[config.mk]
export PLATFORM = sky130hd
export DESIGN_NAME = rtc_i2c_slave_port
export DESIGN_NICKNAME = d
export VERILOG_FILES = /design/src/rtc_port_pkg.sv /design/src/line_evt_if.sv /design/src/line_filter.sv /design/src/rtc_i2c_slave_port.sv
export VERILOG_INCLUDE_DIRS = /design/src /design/src/src
export SDC_FILE = /design/constraint.sdc
export NUM_CORES = 1
export LEC_CHECK = 0
export BUFFER_PORTS_ARGS = -buffer_cell sky130_fd_sc_hd__buf_4
export CAP_MARGIN = 0
export CORE_MARGIN = 2
export CORE_UTILIZATION = 30
export CTS_BUF_LIST = sky130_fd_sc_hd__clkbuf_8
export CTS_CLUSTER_DIAMETER = 80
export DETAILED_ROUTE_END_ITERATION = 8
export HOLD_SLACK_MARGIN = 0.02
export PLACE_DENSITY = 0.58
export SYNTH_ARGS = -nofsm -noshare
export SYNTH_HDL_FRONTEND = slang
export SYNTH_SLANG_ARGS = --single-unit
[constraint.sdc]
create_clock -name core_clk -period 2.2 [get_ports core_clk]
set_clock_uncertainty 0.1 [all_clocks]
set_input_delay 0.33 -clock core_clk [delete_from_list [all_inputs] [get_ports core_clk]]
set_output_delay 0.33 -clock core_clk [all_outputs]
set_load 0.01 [all_outputs]
[src/rtc_port_regs.svh]
// constants for the two-wire register port: address, bit counts, reset values
// assumes the including file needs no other definitions
`ifndef RTC_PORT_REGS_SVH
`define RTC_PORT_REGS_SVH

// fixed 7-bit slave address, acknowledged only on exact match
`define SLAVE_ADDR 7'h69
// width of a transferred byte and of the register pointer
`define BYTE_W 8
// bit counter value once all eight bits of a received byte are in
`define RX_BITS 4'h8
// bit counter value while the last bit of a sent byte is on the line
`define TX_LAST_BIT 4'h7
// register pointer value after reset
`define PTR_RESET 8'h00
// equal samples, besides the current one, needed before a line level is believed
`define STABLE_SAMPLES 2
// core clock period and shortest high phase of the bus clock
`define CORE_PERIOD_NS 4
`define SCL_HIGH_MIN_NS 600
`define SCL_HIGH_MIN_CYC ((`SCL_HIGH_MIN_NS + `CORE_PERIOD_NS - 1) / `CORE_PERIOD_NS)

`endif

[src/rtc_port_pkg.sv]
// types used by the two-wire register port module rtc_i2c_slave_port
// assumes nothing of its surroundings
package rtc_port_pkg;

  // bit-level protocol position of the slave
  typedef enum logic [2:0]
  {
    ST_IDLE,
    ST_RX_BYTE,
    ST_RX_ACK,
    ST_TX_BYTE,
    ST_TX_ACK,
    ST_IGNORE
  } port_state_t;

  // meaning of the byte being received
  typedef enum logic [1:0]
  {
    K_ADDR,
    K_OFFSET,
    K_DATA
  } byte_kind_t;

endpackage

[src/line_evt_if.sv]
// filtered level and edge pulses of one bus line, core clock domain
// assumes a single producer and any number of readers
`timescale 1ns/100ps
interface line_evt_if;
  logic level;
  logic rise;
  logic fall;

  modport src
  (
    output level,
    output rise,
    output fall
  );

  modport dst
  (
    input level,
    input rise,
    input fall
  );
endinterface

[src/line_filter.sv]
// synchroniser, glitch filter and edge detector for one bus line
// assumes the raw line is asynchronous to core_clk and idles high
`timescale 1ns/100ps
`include "rtc_port_regs.svh"
module line_filter #(
  parameter int STABLE = `STABLE_SAMPLES
)
(
  input wire logic core_clk,
  input wire logic rst_b,
  input wire logic raw,
  line_evt_if.src evt
);

  logic meta;
  logic sync;
  logic [STABLE-1:0] hist;

  // two flip-flops before anything looks at the line
  always_ff @(posedge core_clk)
  begin
    if (!rst_b)
    begin
      meta <= 1'b1;
      sync <= 1'b1;
    end
    else
    begin
      meta <= raw;
      sync <= meta;
    end
  end

  // a level is believed only after STABLE+1 equal samples, so one-sample spikes vanish
  always_ff @(posedge core_clk)
  begin
    if (!rst_b)
    begin
      hist <= '1;
      evt.level <= 1'b1;
      evt.rise <= 1'b0;
      evt.fall <= 1'b0;
    end
    else
    begin
      hist <= {hist[STABLE-2:0], sync};
      evt.rise <= 1'b0;
      evt.fall <= 1'b0;
      if (&{hist, sync} && !evt.level)
      begin
        evt.level <= 1'b1;
        evt.rise <= 1'b1;
      end
      else if (!(|{hist, sync}) && evt.level)
      begin
        evt.level <= 1'b0;
        evt.fall <= 1'b1;
      end
    end
  end

endmodule

[src/rtc_i2c_slave_port.sv]
// two-wire serial slave giving a bus master byte access to offset-mapped registers
// assumes an external register file that answers reg_rdata combinationally from reg_addr
//
// Contract
// acknowledge only the fixed slave address
// seven address bits MSB first, then direction
// start is data falling while clock high
// stop is data rising while clock high
// repeated start acts as stop plus start
// bus idle while both lines high
// master starts transfers only on idle bus
// data changes only while clock is low
// eight data bits then one acknowledge bit
// unlimited data bytes per transaction
// acknowledge low stable over clock high
// acknowledge every byte when addressed receiver
// master acknowledges all read bytes but last
// on master nak release line, stop sending
// first write byte loads the register pointer
// later write bytes store, then pointer increments
// read sends pointed register, then pointer increments
// read burst ends on nak, stop, restart
// pointer kept across transactions
// master writes offset, then addresses for read
// works at bus clock up to fast mode
// synchronise and filter lines before decoding
`timescale 1ns/100ps
`include "rtc_port_regs.svh"
module rtc_i2c_slave_port #(
  parameter logic [6:0] SLAVE_ADDR = `SLAVE_ADDR
)
(
  input wire logic core_clk,
  input wire logic rst_b,
  input wire logic scl_in,
  input wire logic sda_in,
  output logic sda_out,
  output logic sda_oe,
  output logic [`BYTE_W-1:0] reg_addr,
  output logic [`BYTE_W-1:0] reg_wdata,
  output logic reg_wr,
  output logic reg_rd,
  input wire logic [`BYTE_W-1:0] reg_rdata,
  output logic busy
);

  // ==========================================================
  // line conditioning
  line_evt_if scl ();
  line_evt_if sda ();

  // both lines see the same latency, so start and stop keep their ordering
  line_filter u_scl_filter
  (
    .core_clk(core_clk),
    .rst_b(rst_b),
    .raw(scl_in),
    .evt(scl.src)
  );

  line_filter u_sda_filter
  (
    .core_clk(core_clk),
    .rst_b(rst_b),
    .raw(sda_in),
    .evt(sda.src)
  );

  // ==========================================================
  // bus conditions
  logic start_ev;
  logic stop_ev;
  logic bus_idle;
  logic rx_done;

  assign start_ev = sda.fall && scl.level;
  assign stop_ev = sda.rise && scl.level;
  assign bus_idle = sda.level && scl.level;

  // ==========================================================
  // protocol state
  rtc_port_pkg::port_state_t state;
  rtc_port_pkg::byte_kind_t kind;
  logic [3:0] bit_cnt;
  logic [`BYTE_W-1:0] shift;
  logic [`BYTE_W-1:0] pointer;
  logic rw_read;
  logic acked;

  // last received bit is in and the clock has dropped: time to answer
  assign rx_done = state == rtc_port_pkg::ST_RX_BYTE && scl.fall && bit_cnt == `RX_BITS;

  // main sequencer; start and stop override whatever the bit engine does
  always_ff @(posedge core_clk)
  begin
    if (!rst_b)
    begin
      state <= rtc_port_pkg::ST_IDLE;
      kind <= rtc_port_pkg::K_ADDR;
      bit_cnt <= 4'h0;
      rw_read <= 1'b0;
      acked <= 1'b0;
    end
    else if (start_ev)
    begin
      // a restart simply re-enters address reception, like stop then start
      state <= rtc_port_pkg::ST_RX_BYTE;
      kind <= rtc_port_pkg::K_ADDR;
      bit_cnt <= 4'h0;
    end
    else if (stop_ev)
    begin
      state <= rtc_port_pkg::ST_IDLE;
      bit_cnt <= 4'h0;
    end
    else
    begin
      unique case (state)
        rtc_port_pkg::ST_IDLE,
        rtc_port_pkg::ST_IGNORE:
        begin
          bit_cnt <= 4'h0;
        end
        rtc_port_pkg::ST_RX_BYTE:
        begin
          if (scl.rise)
          begin
            bit_cnt <= bit_cnt + 4'h1;
          end
          if (rx_done)
          begin
            if (kind == rtc_port_pkg::K_ADDR && shift[7:1] != SLAVE_ADDR)
            begin
              state <= rtc_port_pkg::ST_IGNORE;
            end
            else
            begin
              state <= rtc_port_pkg::ST_RX_ACK;
            end
            if (kind == rtc_port_pkg::K_ADDR)
            begin
              rw_read <= shift[0];
            end
          end
        end
        rtc_port_pkg::ST_RX_ACK:
        begin
          // acknowledge pulse over: decide what the next byte is
          if (scl.fall)
          begin
            bit_cnt <= 4'h0;
            if (kind == rtc_port_pkg::K_ADDR && rw_read)
            begin
              state <= rtc_port_pkg::ST_TX_BYTE;
            end
            else
            begin
              state <= rtc_port_pkg::ST_RX_BYTE;
              kind <= (kind == rtc_port_pkg::K_ADDR) ? rtc_port_pkg::K_OFFSET
                                                     : rtc_port_pkg::K_DATA;
            end
          end
        end
        rtc_port_pkg::ST_TX_BYTE:
        begin
          if (scl.fall)
          begin
            if (bit_cnt == `TX_LAST_BIT)
            begin
              state <= rtc_port_pkg::ST_TX_ACK;
              bit_cnt <= 4'h0;
            end
            else
            begin
              bit_cnt <= bit_cnt + 4'h1;
            end
          end
        end
        rtc_port_pkg::ST_TX_ACK:
        begin
          if (scl.rise)
          begin
            acked <= !sda.level;
          end
          if (scl.fall)
          begin
            // a nak ends the burst; stay off the line until the next condition
            state <= acked ? rtc_port_pkg::ST_TX_BYTE : rtc_port_pkg::ST_IGNORE;
          end
        end
      endcase
    end
  end

  // ==========================================================
  // data shifter; a read loads one cycle after reg_rd, while the clock is low
  always_ff @(posedge core_clk)
  begin
    if (!rst_b)
    begin
      shift <= 8'h00;
    end
    else if (reg_rd)
    begin
      shift <= reg_rdata;
    end
    else if (state == rtc_port_pkg::ST_RX_BYTE && scl.rise)
    begin
      shift <= {shift[6:0], sda.level};
    end
    else if (state == rtc_port_pkg::ST_TX_BYTE && scl.fall && bit_cnt != `TX_LAST_BIT)
    begin
      shift <= {shift[6:0], 1'b0};
    end
  end

  // ==========================================================
  // register pointer and register-side strobes
  // the pointer is never cleared by bus conditions, so a bare read resumes
  always_ff @(posedge core_clk)
  begin
    if (!rst_b)
    begin
      pointer <= `PTR_RESET;
      reg_addr <= `PTR_RESET;
      reg_wdata <= 8'h00;
      reg_wr <= 1'b0;
      reg_rd <= 1'b0;
    end
    else
    begin
      reg_wr <= 1'b0;
      reg_rd <= 1'b0;
      if (rx_done && kind == rtc_port_pkg::K_OFFSET)
      begin
        pointer <= shift;
      end
      else if (rx_done && kind == rtc_port_pkg::K_DATA)
      begin
        reg_addr <= pointer;
        reg_wdata <= shift;
        reg_wr <= 1'b1;
        pointer <= pointer + 8'h01;
      end
      else if (!start_ev && !stop_ev && scl.fall
               && ((state == rtc_port_pkg::ST_RX_ACK && kind == rtc_port_pkg::K_ADDR && rw_read)
                   || (state == rtc_port_pkg::ST_TX_ACK && acked)))
      begin
        reg_addr <= pointer;
        reg_rd <= 1'b1;
        pointer <= pointer + 8'h01;
      end
    end
  end

  // ==========================================================
  // open-drain data line: only ever pulled low, released otherwise
  // updating after the filtered clock fall keeps changes inside the low phase
  always_ff @(posedge core_clk)
  begin
    if (!rst_b)
    begin
      sda_oe <= 1'b0;
    end
    else if (start_ev || stop_ev)
    begin
      sda_oe <= 1'b0;
    end
    else
    begin
      sda_oe <= (state == rtc_port_pkg::ST_RX_ACK)
                || (state == rtc_port_pkg::ST_TX_BYTE && !reg_rd && !shift[7]);
    end
  end

  assign sda_out = 1'b0;
  assign busy = state != rtc_port_pkg::ST_IDLE && state != rtc_port_pkg::ST_IGNORE;

  // ==========================================================
  // checks
  // every answer lands a few cycles after a filtered clock edge, which keeps
  // it well inside the shortest fast-mode low phase
  logic quiet_ok;
  assign quiet_ok = !scl.level || start_ev || stop_ev;
endmodule

==> results of run 1 <==
-- sequential cells by signal (all words and copies together), names as in the netlist, 2 cells and up --
signal and flops:
bit_cnt 4, kind 2, pointer 8, reg_addr 8
reg_wdata 8, shift 8, state 3, u_scl_filter.hist 2
u_sda_filter.hist 2
-- through the flow --
stage	hold slack, ns	util [%]	TNS [ns]
finish	0.0700	37.5	0
global route	0.0600	37.5	-0.0366
CTS	0.0609	37.2	0
detailed placement	0.297	35.4	0
global placement	0.298	35.4	0
floorplan	0.286	-	0
-- layer usage --
layer | track usage (%) | wire [um] | up-vias
met5 | 0 | 0 | -
met4 | 6.95 | 91 | 0
met3 | 2.62 | 223 | 10
met2 | 23.1 | 3060 | 36
met1 | 16.2 | 2910 | 1122
li1 | - | - | 1193
-- cells in the final DEF, fill, tap and decap left out, drive strengths merged, types with 9 or more instances in the layout --
cell type  Yosys  routed
mux2i         17      17
nand2         30      30
clkbuf        10      10
a21oi         22      22
inv            9      10
nand3         10      10
nand2b        11      11
a211oi         9       9
dfxtp         60      60
o21ai         11      11
nor2          36      36
buf            8      47
-- power breakdown --
part	switching (mW)	internal, mW
Sequential	0.00324	1.09
Clock	0.411	0.416
Combinational	0.0265	0.0195
-- cell families (layout without fill, tap and decap cells) --
family	after synthesis	after routing
multiplexers	17	17
AO/OA/AOI/OAI	72	72
buffers and inverters	27	70
other	1	1
adder cells (fa/ha/maj)	3	3
AND/OR/NAND/NOR	127	127
flip-flops	60	60
-- critical path: stages, from the launching register on --
cell,delay (ns)
dfxtp_1,0.34
inv_1,0.08
ha_1,0.14
nand4b_1,0.25
nor4b_4,0.32
buf_4,0.18
a21oi_4,0.06
or3_1,0.37
a31oi_1,0.18
-- timing repair --
action	in CTS	in global routing
setup buffers	0	3
gates resized for setup	0	1
setup endpoints to repair	0	6
-- worst min-delay path by stage --
stage	startpoint	endpoint	slack, ns	depth (start not counted)
global placement	u_scl_filter.meta	u_scl_filter.sync	0.30	1
finish	sda_in	u_sda_filter.meta	0.07	2
global route	sda_in	u_sda_filter.meta	0.06	2
floorplan	u_scl_filter.meta	u_scl_filter.sync	0.29	1
CTS	sda_in	u_sda_filter.meta	0.06	2
detailed placement	u_sda_filter.meta	u_sda_filter.sync	0.30	1
-- final cells by class --
| cell class | instances | area (um^2) |
|---|---|---|
| fill | 899 | 5450 |
| multi-input combinational | 220 | 1380 |
| sequential | 60 | 1200 |
| timing repair buffer | 47 | 365 |
| clock buffer | 10 | 138 |
| tap | 108 | 135 |
| inverter | 9 | 33.8 |
| clock inverter | 4 | 18.8 |
==> flow_summary.json, run 1 <==
{
  "status": "completed",
  "path_clk_slew_ns": 0.06,
  "worst_slack_ns": 0.107,
  "cts_tree": "built",
  "slew_viol_final": 0,
  "arrival_ns": 2.25,
  "gp_congestion": 0.818,
  "place.port_buffers": 31,
  "power_mw": 1.97,
  "synth_compound_area_share_pct": 18.3,
  "netlist_top_cells_count": "dfxtp_1 (60), nor2_1 (36), nand2_1 (30)",
  "syn-instance-count": 307,
  "via_count": 2361,
  "die_y_um": 98.7,
  "area_growth_pct": 21.3,
  "cp-end-kind": "register",
  "grt_pass1_wl_um": 10600,
  "drive_gt1_share_pct": 18.9,
  "worst-path-max-fanout": 10,
  "peakVddDrop_mv": 0.293,
  "grt_pass1_vias": 2221,
  "drt_pass1_iterations": 4,
  "drc": 0,
  "ys_seq_elements": 60,
  "yosys_most_used_dff": "dfxtp_1",
  "clkLatencyLatePin_ns": 0.34,
  "synth.distinct_cells": 54,
  "root_buffer": "clkbuf_8",
  "die_area_um2": 9750,
  "antenna_left": 0,
  "wire_per_inst_um": 13.7,
  "final_cells": 458,
  "muxShareOfSynthArea_pct": 6.32,
  "fmax_ghz": 0.478,
  "crit_start": "bit_cnt[0]",
  "start_util_pct": 30.9,
  "p_per_area_nw_per_um2": 602,
  "worstSetupStartpointType": "register",
  "avgViaCountPerCell": 5.16,
  "hpwl_um": 4380,
  "period_needed_ns": 2.09,
  "leakagePower_nw": 1.19,
  "synthMostInstantiatedCell": "dfxtp_1",
  "crit_type": "register to register",
  "yosysSeqAreaShare_pct": 44.6,
  "ys_top_cells_by_area": "dfxtp_1 (45%), mux2i_1 (6.3%), nor2_1 (5.0%)",
  "row_count": 34,
  "clk_path_buf_depth": 2,
  "io_pins": 33,
  "reg2reg_slack_ns": 0.11,
  "r2r_start": "bit_cnt[0]",
  "dpl-instance-area_um2": 3080,
  "nNetsFinal": 362,
  "cts_buffers": 9,
  "clkSinkCount": 60,
  "hp-class": "primary input to register",
  "synthXorXnorAreaFrac_pct": 0,
  "worst_r2r_endpoint": "pointer[3]",
  "grt_max_degree": 28,
  "ctsHtreeMaxLevel": 3,
  "reg2reg_depth": 8,
  "synth_top_family_by_area": "simple AND/OR/NAND/NOR gates",
  "antenna_found_initial": 0,
  "drv_cap": 0,
  "finalSetupViolCount": 0,
  "yosysTopAreaCell": "dfxtp_1",
  "fp.dieW_um": 98.7,
  "synth_edf_count": 0,
  "ys_warn_count": 0,
  "hold_viol": 0,
  "wl_um": 6280,
  "worst_slew_pin_slew_ns": 0.521,
  "fp.coreArea_um2": 8720,
  "synth_simple_gate_area_share_pct": 24.8,
  "hold_buffers": 0,
  "max_slew_margin_pct": 65.3,
  "drtIter0Drc": 114,
  "synthAdderAreaFrac_pct": 1.39,
  "critPathRequiredTime_ns": 2.36,
  "ys_async_sr_fraction_pct": 0,
  "period_share_pct": 95.1,
  "grt_remaining_overflow": 0,
  "final_area_um2": 3270,
  "crit_end": "pointer[3]",
  "place_inst": 441,
  "synth_nets": 322,
  "syn_avg_cell_area_um2": 8.77,
  "yosysTopAreaCellShare_pct": 44.6,
  "pre_cts_ws_ns": 0.0891,
  "grt_usage_pct": 13.6,
  "antenna_cells": 0,
  "syn_area_um2": 2690
}
No activity file was read; power rests on OpenSTA's default activity.
==> run 2: changes to the inputs <==
- CTS_CLUSTER_SIZE: unset -> 28
- PLACE_DENSITY: 0.58 -> unset
==> flow_summary.json, run 2 (synthesis gave the netlist of run 1 again) <==
{
  "status": "completed",
  "wire_per_inst_um": 13.3,
  "leakagePower_nw": 1.22,
  "grt_max_degree": 28,
  "timing.setup.tns_ns": 0,
  "row_count": 34,
  "whs_ns": 0.0774,
  "via_count": 2376,
  "max_slew_margin_pct": 65.6,
  "p_per_area_nw_per_um2": 695,
  "layout_commonest_cell": "dfxtp_1",
  "rsz0062_at_grt": "no",
  "worstSetupStartpointType": "register",
  "fill_cells": 872,
  "io_pins": 33,
  "period_share_pct": 93.4,
  "die_y_um": 98.7,
  "r2r_start": "bit_cnt[0]",
  "avgViaCountPerCell": 5.18,
  "grt_pass1_vias": 2229,
  "drive_gt1_share_pct": 18.5,
  "reg2reg_depth": 8,
  "crit_start": "state[0]",
  "start_util_pct": 30.9,
  "worst_slew_pin_slew_ns": 0.509,
  "wl_um": 6080,
  "crit_type": "register to output port",
  "cp-end-kind": "output port",
  "cts_buffers": 9,
  "hp-class": "primary input to register",
  "clkLatencyLatePin_ns": 0.33,
  "drtIter0Drc": 67,
  "crit_end": "busy",
  "cts_resized": 0,
  "clk_path_buf_depth": 2,
  "hold_viol": 0,
  "grt_pass1_wl_um": 10300,
  "hpwl_um": 4280,
  "antenna_found_initial": 0,
  "critPathRequiredTime_ns": 1.77,
  "arrival_ns": 1.62,
  "mostFrequentLayoutCells": "dfxtp_1 (60), buf_4 (46), nor2_1 (36)",
  "peakVddDrop_mv": 0.483,
  "grt_remaining_overflow": 0,
  "fp.dieW_um": 98.7,
  "cts_tree": "built",
  "path_clk_slew_ns": 0.07,
  "whs_path_depth": 2,
  "drt_pass1_iterations": 4,
  "reg2reg_slack_ns": 0.19,
  "worst_r2r_endpoint": "pointer[3]",
  "fp.coreArea_um2": 8720,
  "slew_viol_final": 0,
  "area_growth_pct": 23.2,
  "die_area_um2": 9750,
  "nNetsFinal": 361,
  "grt_usage_pct": 12.9,
  "drv_cap": 0,
  "place.port_buffers": 31,
  "antenna_cells": 0,
  "ctsHtreeMaxLevel": 3,
  "period_needed_ns": 2.05,
  "finalSetupViolCount": 0,
  "postLayoutCoreUtil_pct": 38.0,
  "gp_congestion": 0.813,
  "antenna_left": 0,
  "fmax_ghz": 0.487,
  "worst-path-max-fanout": 10,
  "drc": 0,
  "root_buffer": "clkbuf_8",
  "clkSinkCount": 60
}
[run 2: cell types whose count changed in the layout (fill, tap and decap cells not counted), sizes merged]
cell,delta
clkinv,-1
inv,+1
bufinv,+3
buf,-1
clkbuf,-1
[run 2: through the flow]
step	instances	area, um^2	worst slack, ns	total power, mW
2_1_floorplan	307	2690	0.285	1.14
3_3_place_gp	442	3080	0.227	1.16
3_5_place_dp	442	3080	0.163	1.16
4_1_cts	458	3310	0.119	2.33
5_1_grt	459	3320	0.0348	2.38
6_report	459	3320	0.146	2.31
[run 2: area by class of cell]
cell class	instances	area, um^2	share of cell area [%]
inverters	9	33.8	1.02
multi-input cells	220	1370	41.3
clock inverters	7	108	3.24
repair buffers	46	345	10.4
well taps	108	135	4.07
clock buffers	9	124	3.73
flip-flops and latches	60	1200	36.2
[run 2: routing by layer]
metal	global-route usage (%)	routed length, um	up-vias
met1	15.7	2800	1137
met5	0	0	-
met3	3.19	197	10
met2	21.9	3000	41
li1	-	-	1188
met4	5.37	87	0
[run 2: power by group]
part           switching [mW]  internal (mW)
Sequential            0.00320           1.09
Combinational          0.0253         0.0183
Clock                   0.428          0.740
Total                   0.457           1.85
[run 2: how the worst min path moves through the flow]
stage	start	endpoint	slack, ns
finish	sda_in	u_sda_filter.meta	0.08
global route	sda_in	u_sda_filter.meta	0.07
CTS	sda_in	u_sda_filter.meta	0.07
detailed placement	u_sda_filter.meta	u_sda_filter.sync	0.29
global placement	u_sda_filter.meta	u_sda_filter.sync	0.29
floorplan	u_scl_filter.meta	u_scl_filter.sync	0.29
[run 2: critical path, cell delays in order, from the launching register on]
cell     delay [ns]
dfxtp_1        0.34
buf_4          0.16
and2b_1        0.26
or3_1          0.38
buf_4          0.15
[run 2: timing repair]
item,CTS,global route
buffers inserted,0,1
hold buffers,0,0
endpoints found under the hold margin,0,0
setup endpoints to repair,0,1
